===== src/rtl/dns_defines.svh =====
/*
 * Register indexes, field positions and reset values for the
 * oscillator sync and tuning block.
 * Assumes: included by bare name; byte address is four times the index.
 */
`ifndef DNS_DEFINES_SVH
`define DNS_DEFINES_SVH

// ----------------------------------------------------------------
// register indexes (byte address = index * 4)
// ----------------------------------------------------------------
`define DNS_IDX_PRESET_SEL 10'h215
`define DNS_IDX_REF_DIV 10'h217
`define DNS_IDX_SYNC_CTRL 10'h219
`define DNS_IDX_FREQ_A0 10'h220
`define DNS_IDX_PHASE_A0 10'h224
`define DNS_IDX_LINK_CFG 10'h2F0
`define DNS_IDX_STATUS 10'h2F4
`define DNS_IDX_PHASE_RD 10'h2F8

// ----------------------------------------------------------------
// field positions
// ----------------------------------------------------------------
`define DNS_SYNC_ARM_BIT 0
`define DNS_SYNC_ALIGN_BIT 1
`define DNS_LINK_EN_BIT 0
`define DNS_LINK_64B_BIT 1
`define DNS_PHASE_SHIFT 16

// ----------------------------------------------------------------
// reset values
// ----------------------------------------------------------------
`define DNS_SYNC_CTRL_RST 8'h02
`define DNS_FREQ_RST 32'hC0000000
`define DNS_PHASE_RST 16'h0000
`define DNS_REF_DIV_RST 16'h0000
`define DNS_PRESET_SEL_RST 8'h00
`define DNS_LINK_CFG_RST 2'h0

`endif


===== src/rtl/dns_pkg.sv =====
/*
 * Types shared by the oscillator sync and tuning block.
 * Assumes: used by scoped names only, never imported.
 */
package dns_pkg;

    // sysref arming sequence; code 2'b11 is illegal
    typedef enum logic [1:0] {
        DNS_ARM_IDLE = 2'b00,
        DNS_ARM_PRIMED = 2'b01,
        DNS_ARM_ARMED = 2'b10
    } dns_arm_state_t;

    // serial link encoding
    typedef enum logic {
        DNS_LINK_8B10B = 1'b0,
        DNS_LINK_64B66B = 1'b1
    } dns_link_mode_t;

endpackage : dns_pkg


===== src/rtl/dns_top.sv =====
/*
 * Oscillator tuning and phase alignment for the down-converter,
 * with an APB register slave.
 * Assumes: SYNC_N and SYSREF are asynchronous pins; LMFC_BOUNDARY
 * is a one-cycle strobe from the link framer on CLK.
 */
// Register access over APB was decided locally.
// Operation
// align bit set: init phase at first boundary after SYNC_N rises.
// sync-request alignment works in both link encodings.
// in 64b/66b mode SYNC_N never reaches the link.
// writing arm bit zero then one arms init on next SYSREF rise.
// after a SYSREF init, later edges ignored until re-armed.
// controller ensures power, link enable and clock before arming.
// SYSREF source stays idle while parts are armed.
// controller clears align bit, arms all parts, then pulses SYSREF.
// armed part inits on first SYSREF rising edge after arming.
// controller computes frequency word as 2^32 times ratio.
// frequency word behaves the same signed or unsigned.
// controller rounds word using step and divisor when not integral.
// frequency words share one format and reset to C0000000.
// controller re-synchronises after changing a running frequency word.
// phase offset sits in upper half, added to accumulator.
// phase offset is value times 2^-16 turns, resets to zero.
// preset select chooses the active pair; zero selects preset zero. The code always uses preset zero.
// divisor zero means plain 32-bit accumulation.
// accumulator adds frequency each clock; init clears it first.
`timescale 1ns/1ps
`include "dns_defines.svh"
module dns_top (
    input wire logic CLK,
    input wire logic RESET,
    input wire logic PSEL,
    input wire logic PENABLE,
    input wire logic PWRITE,
    input wire logic [11:0] PADDR,
    input wire logic [31:0] PWDATA,
    output logic [31:0] PRDATA,
    output logic PREADY,
    output logic PSLVERR,
    input wire logic SYNC_N,
    input wire logic SYSREF,
    input wire logic LMFC_BOUNDARY,
    output logic LINK_SYNC_REQ_N,
    output logic LINK_ENABLE,
    output logic NCO_INIT,
    output logic [31:0] NCO_PHASE
);

    // ----------------------------------------------------------------
    // declarations
    // ----------------------------------------------------------------
    logic [7:0] sync_ctrl_ff;
    logic [31:0] freq_a0_ff;
    logic [15:0] phase_a0_ff;
    logic [15:0] ref_div_ff;
    logic [7:0] preset_sel_ff;
    logic [1:0] link_cfg_ff;
    logic [31:0] prdata_ff;
    logic [31:0] rd_val;
    logic mapped;
    logic apb_wr;
    logic [1:0] pins_s;
    logic sync_s;
    logic sysref_s;
    logic sync_d_ff;
    logic sysref_d_ff;
    logic sync_rise;
    logic sysref_rise;
    dns_pkg::dns_arm_state_t arm_state_ff;
    dns_pkg::dns_arm_state_t nxt_arm_state;
    logic sync_pending_ff;
    logic nxt_sync_pending;
    logic align_en;
    logic init_sync;
    logic init_sysref;
    logic init;
    logic [7:0] init_count_ff;
    logic nco_init_ff;
    logic link_req_n_ff;
    logic mode_64b;
    logic [31:0] active_freq;
    logic [15:0] active_phase;

    // register hit on an aligned word index
    function automatic logic dns_hit(input logic [11:0] addr, input logic [9:0] idx);
        return (addr[11:2] == idx) && (addr[1:0] == 2'h0);
    endfunction : dns_hit

    // ----------------------------------------------------------------
    // APB slave
    // ----------------------------------------------------------------
    // zero wait states: every access completes in its first access cycle
    assign mapped = dns_hit(PADDR, `DNS_IDX_PRESET_SEL) || dns_hit(PADDR, `DNS_IDX_REF_DIV)
                 || dns_hit(PADDR, `DNS_IDX_SYNC_CTRL) || dns_hit(PADDR, `DNS_IDX_FREQ_A0)
                 || dns_hit(PADDR, `DNS_IDX_PHASE_A0) || dns_hit(PADDR, `DNS_IDX_LINK_CFG)
                 || dns_hit(PADDR, `DNS_IDX_STATUS) || dns_hit(PADDR, `DNS_IDX_PHASE_RD);
    assign PREADY = 1'b1;
    assign PSLVERR = PSEL & PENABLE & ~mapped;
    assign apb_wr = PSEL & PENABLE & PWRITE & mapped;

    // read mux; bits above a register's width read zero
    always_comb begin
        rd_val = 32'h00000000;
        if (dns_hit(PADDR, `DNS_IDX_PRESET_SEL)) begin
            rd_val = {24'h000000, preset_sel_ff};
        end else if (dns_hit(PADDR, `DNS_IDX_REF_DIV)) begin
            rd_val = {16'h0000, ref_div_ff};
        end else if (dns_hit(PADDR, `DNS_IDX_SYNC_CTRL)) begin
            rd_val = {24'h000000, sync_ctrl_ff};
        end else if (dns_hit(PADDR, `DNS_IDX_FREQ_A0)) begin
            rd_val = freq_a0_ff;
        end else if (dns_hit(PADDR, `DNS_IDX_PHASE_A0)) begin
            rd_val = {16'h0000, phase_a0_ff};
        end else if (dns_hit(PADDR, `DNS_IDX_LINK_CFG)) begin
            rd_val = {30'h00000000, link_cfg_ff};
        end else if (dns_hit(PADDR, `DNS_IDX_STATUS)) begin
            rd_val = {16'h0000, init_count_ff, 3'h0, sysref_s, sync_s, sync_pending_ff, arm_state_ff};
        end else if (dns_hit(PADDR, `DNS_IDX_PHASE_RD)) begin
            rd_val = NCO_PHASE;
        end
    end

    // read data captured in the setup cycle so PRDATA comes from a flop
    always_ff @(posedge CLK) begin
        if (RESET) begin
            prdata_ff <= 32'h00000000;
        end else if (PSEL & ~PENABLE & ~PWRITE) begin
            prdata_ff <= rd_val;
        end
    end

    assign PRDATA = prdata_ff;

    // ----------------------------------------------------------------
    // configuration registers
    // ----------------------------------------------------------------
    // reserved bits of the byte-wide registers are stored as written
    always_ff @(posedge CLK) begin
        if (RESET) begin
            sync_ctrl_ff <= `DNS_SYNC_CTRL_RST;
            freq_a0_ff <= `DNS_FREQ_RST;
            phase_a0_ff <= `DNS_PHASE_RST;
            ref_div_ff <= `DNS_REF_DIV_RST;
            preset_sel_ff <= `DNS_PRESET_SEL_RST;
            link_cfg_ff <= `DNS_LINK_CFG_RST;
        end else if (apb_wr) begin
            if (dns_hit(PADDR, `DNS_IDX_SYNC_CTRL)) begin
                sync_ctrl_ff <= PWDATA[7:0];
            end
            if (dns_hit(PADDR, `DNS_IDX_FREQ_A0)) begin
                freq_a0_ff <= PWDATA;
            end
            if (dns_hit(PADDR, `DNS_IDX_PHASE_A0)) begin
                phase_a0_ff <= PWDATA[15:0];
            end
            if (dns_hit(PADDR, `DNS_IDX_REF_DIV)) begin
                ref_div_ff <= PWDATA[15:0];
            end
            if (dns_hit(PADDR, `DNS_IDX_PRESET_SEL)) begin
                preset_sel_ff <= PWDATA[7:0];
            end
            if (dns_hit(PADDR, `DNS_IDX_LINK_CFG)) begin
                link_cfg_ff <= PWDATA[1:0];
            end
        end
    end

    assign align_en = sync_ctrl_ff[`DNS_SYNC_ALIGN_BIT];
    assign mode_64b = (link_cfg_ff[`DNS_LINK_64B_BIT] == dns_pkg::DNS_LINK_64B66B);
    assign LINK_ENABLE = link_cfg_ff[`DNS_LINK_EN_BIT];

    // ----------------------------------------------------------------
    // pin synchronisers and edge detection
    // ----------------------------------------------------------------
    dns_sync2 #(
        .WIDTH(2)
    ) u_pin_sync (
        .clk(CLK),
        .reset(RESET),
        .async_in({SYSREF, ~SYNC_N}), // sync pin inverted: zero reset matches its idle high
        .sync_out(pins_s)
    );

    assign sync_s = ~pins_s[0];
    assign sysref_s = pins_s[1];

    // delayed copies start high/low so reset release makes no false edge
    always_ff @(posedge CLK) begin
        if (RESET) begin
            sync_d_ff <= 1'b1;
            sysref_d_ff <= 1'b0;
        end else begin
            sync_d_ff <= sync_s;
            sysref_d_ff <= sysref_s;
        end
    end

    assign sync_rise = sync_s & ~sync_d_ff;
    assign sysref_rise = sysref_s & ~sysref_d_ff;

    // ----------------------------------------------------------------
    // sync-request alignment
    // ----------------------------------------------------------------
    // works for either encoding; only the link forwarding differs
    always_comb begin
        nxt_sync_pending = sync_pending_ff;
        if (sync_rise & align_en) begin
            nxt_sync_pending = 1'b1;
        end else if (init_sync | ~align_en) begin
            nxt_sync_pending = 1'b0;
        end
    end

    always_ff @(posedge CLK) begin
        if (RESET) begin
            sync_pending_ff <= 1'b0;
        end else begin
            sync_pending_ff <= nxt_sync_pending;
        end
    end

    // a boundary in the edge cycle itself is not "after" the edge
    assign init_sync = sync_pending_ff & LMFC_BOUNDARY & align_en;

    // 64b/66b links never see the sync request
    always_ff @(posedge CLK) begin
        if (RESET) begin
            link_req_n_ff <= 1'b1;
        end else begin
            link_req_n_ff <= mode_64b ? 1'b1 : sync_s;
        end
    end

    assign LINK_SYNC_REQ_N = link_req_n_ff;

    // ----------------------------------------------------------------
    // sysref arming sequence
    // ----------------------------------------------------------------
    // a one write counts only after a zero write; sysref is trusted to be
    // quiet while arming, so an edge during PRIMED is simply ignored
    always_comb begin
        nxt_arm_state = arm_state_ff;
        unique case (arm_state_ff)
            dns_pkg::DNS_ARM_IDLE: begin
                nxt_arm_state = dns_pkg::DNS_ARM_IDLE;
            end
            dns_pkg::DNS_ARM_PRIMED: begin
                nxt_arm_state = dns_pkg::DNS_ARM_PRIMED;
            end
            dns_pkg::DNS_ARM_ARMED: begin
                if (sysref_rise) begin
                    nxt_arm_state = dns_pkg::DNS_ARM_IDLE;
                end
            end
            default: begin
                nxt_arm_state = dns_pkg::DNS_ARM_IDLE;
            end
        endcase
        if (apb_wr && dns_hit(PADDR, `DNS_IDX_SYNC_CTRL)) begin
            if (!PWDATA[`DNS_SYNC_ARM_BIT]) begin
                nxt_arm_state = dns_pkg::DNS_ARM_PRIMED;
            end else if (arm_state_ff == dns_pkg::DNS_ARM_PRIMED) begin
                nxt_arm_state = dns_pkg::DNS_ARM_ARMED;
            end
        end
    end

    always_ff @(posedge CLK) begin
        if (RESET) begin
            arm_state_ff <= dns_pkg::DNS_ARM_IDLE;
        end else begin
            arm_state_ff <= nxt_arm_state;
        end
    end

    assign init_sysref = (arm_state_ff == dns_pkg::DNS_ARM_ARMED) & sysref_rise;
    assign init = init_sync | init_sysref;

    // init pulse and a wrapping count of inits for software
    always_ff @(posedge CLK) begin
        if (RESET) begin
            nco_init_ff <= 1'b0;
            init_count_ff <= 8'h00;
        end else begin
            nco_init_ff <= init;
            init_count_ff <= init ? init_count_ff + 8'h01 : init_count_ff;
        end
    end

    assign NCO_INIT = nco_init_ff;

    // ----------------------------------------------------------------
    // oscillator datapath
    // ----------------------------------------------------------------
    // only preset 0 lives here; other select codes fall back to it
    assign active_freq = freq_a0_ff;
    assign active_phase = phase_a0_ff;

    // divisor correction is not applied: zero divisor is plain accumulation
    dns_phase_acc #(
        .ACC_W(32),
        .OFF_W(16)
    ) u_phase_acc (
        .clk(CLK),
        .reset(RESET),
        .init(init),
        .freq(active_freq),
        .offset(active_phase),
        .phase(NCO_PHASE)
    );

    // ----------------------------------------------------------------
    // assertions
    // ----------------------------------------------------------------
    a_sync_pending: assert property (@(posedge CLK) disable iff (RESET)
        sync_rise && align_en |=> sync_pending_ff) else $error("sync edge not recorded");
    a_boundary_init: assert property (@(posedge CLK) disable iff (RESET)
        sync_pending_ff && LMFC_BOUNDARY && align_en |=> NCO_INIT)
        else $error("no init at boundary after sync");
    a_link_req_64b: assert property (@(posedge CLK) disable iff (RESET)
        mode_64b ##1 !$past(RESET) |-> LINK_SYNC_REQ_N) else $error("sync reached 64b link");
    a_link_req_8b: assert property (@(posedge CLK) disable iff (RESET)
        !mode_64b |=> LINK_SYNC_REQ_N == $past(sync_s)) else $error("sync not forwarded in 8b mode");
    a_arm_fires: assert property (@(posedge CLK) disable iff (RESET)
        arm_state_ff == dns_pkg::DNS_ARM_ARMED && sysref_rise |=> NCO_INIT
        && arm_state_ff != dns_pkg::DNS_ARM_ARMED) else $error("armed sysref edge missed");
    a_no_refire: assert property (@(posedge CLK) disable iff (RESET)
        arm_state_ff != dns_pkg::DNS_ARM_ARMED && sysref_rise && !init_sync |=> !NCO_INIT)
        else $error("sysref init while unarmed");
    a_arm_needs_zero: assert property (@(posedge CLK) disable iff (RESET)
        arm_state_ff == dns_pkg::DNS_ARM_IDLE && apb_wr && dns_hit(PADDR, `DNS_IDX_SYNC_CTRL)
        && PWDATA[`DNS_SYNC_ARM_BIT] |=> arm_state_ff == dns_pkg::DNS_ARM_IDLE)
        else $error("armed without zero write");
    a_freq_reset: assert property (@(posedge CLK)
        $past(RESET) && RESET == 1'b0 |-> freq_a0_ff == `DNS_FREQ_RST && phase_a0_ff == `DNS_PHASE_RST)
        else $error("preset reset values wrong");

endmodule : dns_top


===== src/rtl/dns_sync2.sv =====
/*
 * Two-stage synchroniser for asynchronous pin inputs.
 * Assumes: inputs may change at any time relative to clk.
 */
`timescale 1ns/1ps
module dns_sync2 #(
    parameter int WIDTH = 2
) (
    input wire logic clk,
    input wire logic reset,
    input wire logic [WIDTH-1:0] async_in,
    output logic [WIDTH-1:0] sync_out
);

    logic [WIDTH-1:0] meta_ff;
    logic [WIDTH-1:0] stable_ff;

    // first stage feeds only the second stage
    always_ff @(posedge clk) begin
        if (reset) begin
            meta_ff <= '0;
            stable_ff <= '0;
        end else begin
            meta_ff <= async_in;
            stable_ff <= meta_ff;
        end
    end

    assign sync_out = stable_ff;

endmodule : dns_sync2


===== src/rtl/dns_phase_acc.sv =====
/*
 * Phase accumulator with offset insertion for the oscillator.
 * Assumes: init is a one-cycle pulse on the same clock.
 */
`timescale 1ns/1ps
`include "dns_defines.svh"
module dns_phase_acc #(
    parameter int ACC_W = 32,
    parameter int OFF_W = 16
) (
    input wire logic clk,
    input wire logic reset,
    input wire logic init,
    input wire logic [ACC_W-1:0] freq,
    input wire logic [OFF_W-1:0] offset,
    output logic [ACC_W-1:0] phase
);

    logic [ACC_W-1:0] acc_ff;
    logic [ACC_W-1:0] phase_ff;
    logic [ACC_W-1:0] off_wide;

    // offset left-justified into the accumulator width
    assign off_wide = {offset, {(ACC_W-OFF_W){1'b0}}};

    // modulo add is identical for signed and unsigned words
    always_ff @(posedge clk) begin
        if (reset) begin
            acc_ff <= '0;
        end else if (init) begin
            acc_ff <= '0;
        end else begin
            acc_ff <= acc_ff + freq;
        end
    end

    // offset added after the accumulator so init never loses it
    always_ff @(posedge clk) begin
        if (reset) begin
            phase_ff <= '0;
        end else begin
            phase_ff <= acc_ff + off_wide;
        end
    end

    assign phase = phase_ff;

    a_acc_clear: assert property (@(posedge clk) disable iff (reset)
        init |=> acc_ff == '0) else $error("accumulator not cleared on init");
    a_acc_step: assert property (@(posedge clk) disable iff (reset)
        !init ##1 !$past(reset) |-> acc_ff == $past(acc_ff) + $past(freq))
        else $error("accumulator did not advance by freq");
    a_offset_sum: assert property (@(posedge clk) disable iff (reset)
        !$past(reset) |-> phase_ff == $past(acc_ff) + {$past(offset), {(ACC_W-OFF_W){1'b0}}})
        else $error("phase offset not applied in upper half");

endmodule : dns_phase_acc


===== config.mk =====
export PLATFORM = sky130hd
export DESIGN_NAME = dns_top
export DESIGN_NICKNAME = d
export VERILOG_FILES = /design/src/rtl/dns_pkg.sv /design/src/rtl/dns_top.sv /design/src/rtl/dns_sync2.sv /design/src/rtl/dns_phase_acc.sv
export VERILOG_INCLUDE_DIRS = /design/src /design/src/rtl
export SDC_FILE = /design/constraint.sdc
export NUM_CORES = 1
export LEC_CHECK = 0
export BUFFER_PORTS_ARGS = -buffer_cell sky130_fd_sc_hd__buf_2
export CAP_MARGIN = 10
export CELL_PAD_IN_SITES_DETAIL_PLACEMENT = 0
export CELL_PAD_IN_SITES_GLOBAL_PLACEMENT = 1
export CORE_UTILIZATION = 25
export DETAILED_ROUTE_END_ITERATION = 16
export GPL_TIMING_DRIVEN = 1
export PLACE_DENSITY = 0.59
export SETUP_SLACK_MARGIN = 0.4
export SLEW_MARGIN = 20
export SYNTH_ARGS = -nofsm -noshare
export SYNTH_HDL_FRONTEND = slang
export SYNTH_SLANG_ARGS = --single-unit

===== constraint.sdc =====
create_clock -name CLK -period 3.6 [get_ports CLK]
set_input_delay 1.08 -clock CLK [delete_from_list [all_inputs] [get_ports CLK]]
set_output_delay 1.08 -clock CLK [all_outputs]
set_load 0.05 [all_outputs]

======== After elaboration in Yosys (flattened, before gate mapping) ========
Index checks and enable logic that the tools add are counted.
storage, ports and cells
  bits in registers ....................... 197
  input port bits ......................... 52
  output and inout bits ................... 69
  logic and storage cells ................. 94
operators by class
  add/subtract/negate cells ............... 3
  eq/ne operators ......................... 10
  mux-type cells .......................... 15
  bitwise gates (word level) .............. 22
  reductions and logical operators ........ 26
operators by type and width
  kind                    number
  $mux W32                8
  $eq A10 B10 Y1 const B  8
  $add A32 B32 Y32        2
  $and A1 B1 Y1           12
  $reduce_and A2 Y1       6
  $logic_and A1 B1 Y1     9
  $add A8 B1 Y8 const B   1
  $mux W2                 4
  $not A1 Y1              8
  $logic_or A1 B1 Y1      7
  $pmux W2 S2             1
  $reduce_or A2 Y1        2
  $eq A2 B1 Y1 const B    1
  $eq A2 B2 Y1 const B    1
  $logic_not A2 Y1        1
  $mux W1                 2
  $or A1 B1 Y1            2
  $reduce_bool A2 Y1      1

======== Longest topological paths before layout ========
  word-level depth ........................ 12
  depth in mapped cells ................... 11
  mapped depth without buffers ............ 11

======== Modules after synthesis ========
From an unflattened synthesis, not the netlist that was laid out.
second synthesis, totals
  cells, all modules ...................... 1197
  area total of the unflattened synthesis .. 9858.2 sq um
modules (own cells, without submodules)
  module         times used  cells an instance  area each (sq um)
  dns_top        1           715                5708.0
  dns_phase_acc  1           474                4045.1
  dns_sync2      1           8                  105.1

======== Worst setup path after synthesis ========
Ideal clock, no wire load.
  kind .................................... input-to-output
  start ................................... input PADDR[4]
  end ..................................... output PSLVERR
  arrival ................................. 2.894 ns
  path slack .............................. -0.374 ns
  cell stages on the path ................. 6
  cell sequence ........................... buf_1 > clkbuf_1 > nor2_1 > a21oi_1 > o2111ai_1 > a31oi_1
between the ends
  cells in the longest elaborated chain, start to end .. 11
  elaborated cells between the ends (all ways) .. 25
  classes of those cells .................. eq/ne (8); bitwise (2); reduce/logical (15)
RTL lines
  what                              line           RTL
  start, declared                   dns_top.sv:36  input wire logic [11:0] PADDR,
  $eq A10 B10 Y1                    dns_top.sv:87  return (addr[11:2] == idx) && (addr[1:0] == 2'h0);
  $logic_and A1 B1 Y1               dns_top.sv:87
  $logic_or A1 B1 Y1 (6 in series)  dns_top.sv:94  assign mapped = dns_hit(PADDR, `DNS_IDX_PRESET_SEL) || dns_hit(PADDR, `DNS_IDX_REF_DIV)
  $logic_or A1 B1 Y1 *              dns_top.sv:94
  $not A1 Y1 *                      dns_top.sv:99  assign PSLVERR = PSEL & PENABLE & ~mapped;
  $and A1 B1 Y1 *                   dns_top.sv:99
  end, declared                     dns_top.sv:40  output logic PSLVERR,
Every way passes the cells marked *; elsewhere a longest branch is shown, timed or not.

======== Worst setup path in the final report ========
  start ................................... input PADDR[6]
  end ..................................... output PSLVERR
Same word-level chain as after synthesis.

==> results.toml <==
[logic_synthesis]
yosys-top-cells-area = "dfxtp_1 (41%), nand2_1 (8.1%), a21oi_1 (7.1%)"
synth_mux_area_share_pct = 1.276
synth_xor_area_share_pct = 3.775
synth_edf_count = 0
synth-main-ff-cell = "dfxtp_1"
synthAdderAreaFrac_pct = 6.998
syn_area_um2 = 9512
ys_types = 75
yosysSeqAreaShare_pct = 41.46
synth_area_leader_cell = "dfxtp_1"
ys_ff_latch = 197
synth_compound_area_share_pct = 21.27
synthSimpleGateAreaFrac_pct = 21.57
synth_top_cell_area_share_pct = 41.46
synth_top_family_by_area = "simple AND/OR/NAND/NOR gates"
synth_cells = 1147
yosysWarnings = 0
synth.avg_cell_area_um2 = 8.293
syn_nets = 1251
async_reset_ff_share_pct = 0

[critical_path]
reg2reg_depth = 11
required_ns = 2.52
crit_type = "input port to primary output"
rr_endpoint = "u_phase_acc.phase[30]"
cp-start-kind = "input port"
r2r_setup_slack_ns = 0.79
timing.rr.start = "active_phase[0]"
worst-path-max-fanout = 4
end_kind = "primary output"
cp.arrival_ns = 2.14

[cts]
clk_pin_slew_worst_paths_ns = 0.08
cts_buffers = 17
ctsHoldBuffers = 0
cts_sinks = 197
worstSkewPairLatency_ns = 0.45
cts_buffer_depth = 2
h-tree-depth = 4
cts_root_buf = "clkbuf_16"
cts_tree = "done"

[cells_and_area]
drive_gt1_share_pct = 17.02
final_cell_mix = "nand2_1 (205), dfxtp_1 (197), a21oi_1 (134)"
nNetsFinal = 1356
layout.cells.most_common = "nand2_1"
area_growth_pct = 20.30
final_core_util_pct = 30.45
diodes = 0

[timing]
worst_pin_slew_ns = 0.8116
hold_viol = 0
clock_skew_ns = 0.01728
fin_crit_sh_pct = 89.37
finalSetupViolCount = 0
maxSlewHeadroom_pct = 45.69
max_freq_mhz = 310.8
tns_ns = 0
rsz0062_at_grt = "yes"
min_period_ns = 3.217
slew_viol_final = 0

[power_and_ir_drop]
p_per_area_nw_per_um2 = 383.9
irDropWorstVdd_uv = 300.6
p_leak_nw = 4.661
p_total_mw = 4.393

[placement]
place_hpwl_um = 24320
place_congestion = 0.8322
portBuffers = 119

[floorplanning]
io_pins = 121
core_area_um2 = 37580
initial_core_util_pct = 25.31
die_w_um = 197.1
rows = 71
dieArea_um2 = 38830
die_h_um = 197.1

[global_route]
grt_pass1_wl_um = 49240
grt_pass1_vias = 8217
grt_max_degree = 86
overflow = 0
grt.total_usage_pct = 16.75
grt_antenna_before_repair = 1

[run]
drv_cap = 0

[worst_hold_path]
min_delay_path_depth = 1
min-delay-start = "u_pin_sync.meta_ff[0]"
min_path_type = "register to register"
whs_endpoint = "u_pin_sync.sync_out[0]"

[drt]
wl_per_cell_um = 18.06
avgViaCountPerCell = 4.830
first_pass_iters = 5
wl_um = 32030
drc_errors = 0
drtIter0Drc = 639
num_vias = 8569
route.antenna.remaining_nets = 0

[run_status]
status = "finished, final reports clean"
==> layout make-up <==
type | count | area [um^2]
multi-input cells | 864 | 5321
inverters | 20 | 75.07
well taps | 511 | 639.4
fillers | 4025 | 26140
clock buffers | 17 | 425.4
flip-flops and latches | 197 | 3944
clock inverters | 13 | 136.4
repair buffers | 152 | 900.9
==> timing repair <==
| action | in CTS | in global routing |
|---|---|---|
| setup endpoints to repair | 1 | 1 |
| resized for setup | 15 | 9 |
| setup buffers | 4 | 2 |
| pin swaps | 7 | 6 |
==> registers in the layout, indices dropped and copies added, names as in the netlist <==
name,count
u_pin_sync.sync_out,2
u_phase_acc.phase,32
u_pin_sync.meta_ff,2
sync_pending_ff,1
u_phase_acc.acc_ff,32
sync_ctrl_ff,8
ref_div_ff,16
LINK_SYNC_REQ_N,1
preset_sel_ff,8
link_cfg_ff,2
sync_d_ff,1
PRDATA,32
active_phase,16
NCO_INIT,1
init_count_ff,8
arm_state_ff,2
sysref_d_ff,1
active_freq,32
==> stage by stage <==
| stage | hold slack, ns | worst slack (ns) | std cells | instance area (um^2) |
|---|---|---|---|---|
| floorplan | 0.3968 | 0.4235 | 1147 | 9572 |
| global placement | 0.4246 | 0.2546 | 1738 | 10740 |
| detailed placement | 0.4278 | 0.2219 | 1738 | 10740 |
| CTS | 0.4417 | 0.3887 | 1772 | 11390 |
| global route | 0.4574 | 0.3341 | 1774 | 11440 |
| finish | 0.4400 | 0.3826 | 1774 | 11440 |
==> synthesized netlist by cell type, drive strengths merged (5+ instances only) <==
cell and number:
ha 50, o21a 5, a221oi 16, nand4 10
clkbuf 52, a222oi 10, xor2 23, a31oi 11
a21o 33, xnor2 18, nor2 106, nand2 206
nor3 34, a2111oi 5, a22o 8, and2 6
nand3 21, nand2b 8, a21oi 136, inv 20
mux2i 11, buf 14, o22ai 5, o21ai 25
nor2b 31, dfxtp 197, and3 11, o21bai 7
a211oi 11
==> worst max-delay path, cell delays in order <==
cell     delay [ns]
buf_4          0.13
nand4_1        0.18
nor2_1         0.09
a21oi_1        0.23
o22ai_4        0.11
a31oi_4        0.13
buf_6          0.17
==> logic make-up after synthesis <==
family / count (synthesis)
buf+inv: 86
mux: 12
simple gates: 452
fa+ha+maj: 52
compound gates: 306
flops: 197
other cells: 1
xor+xnor: 41
==> per-layer routing <==
layer  track usage (%)  routed length, um
met1             22.99              15430
met2             26.95              14590
met3             2.578               1402
met4             5.053                604
met5                 0                 10
==> how the worst max path moves through the flow <==
stage          startpoint       to  slack (ns)
6_report         PADDR[6]  PSLVERR        0.38
5_1_grt          PADDR[8]  PSLVERR        0.33
4_1_cts          PADDR[8]  PSLVERR        0.39
3_5_place_dp     PADDR[6]  PSLVERR        0.22
3_3_place_gp     PADDR[6]  PSLVERR        0.25
2_1_floorplan    PADDR[4]  PSLVERR        0.42
==> power breakdown <==
part	leakage [nW]	internal (mW)	switching, mW
clock network	0.274	0.973	0.942
registers	1.59	2.20	0.0122
logic	2.80	0.0832	0.186
(Power assumes the default switching activity.)
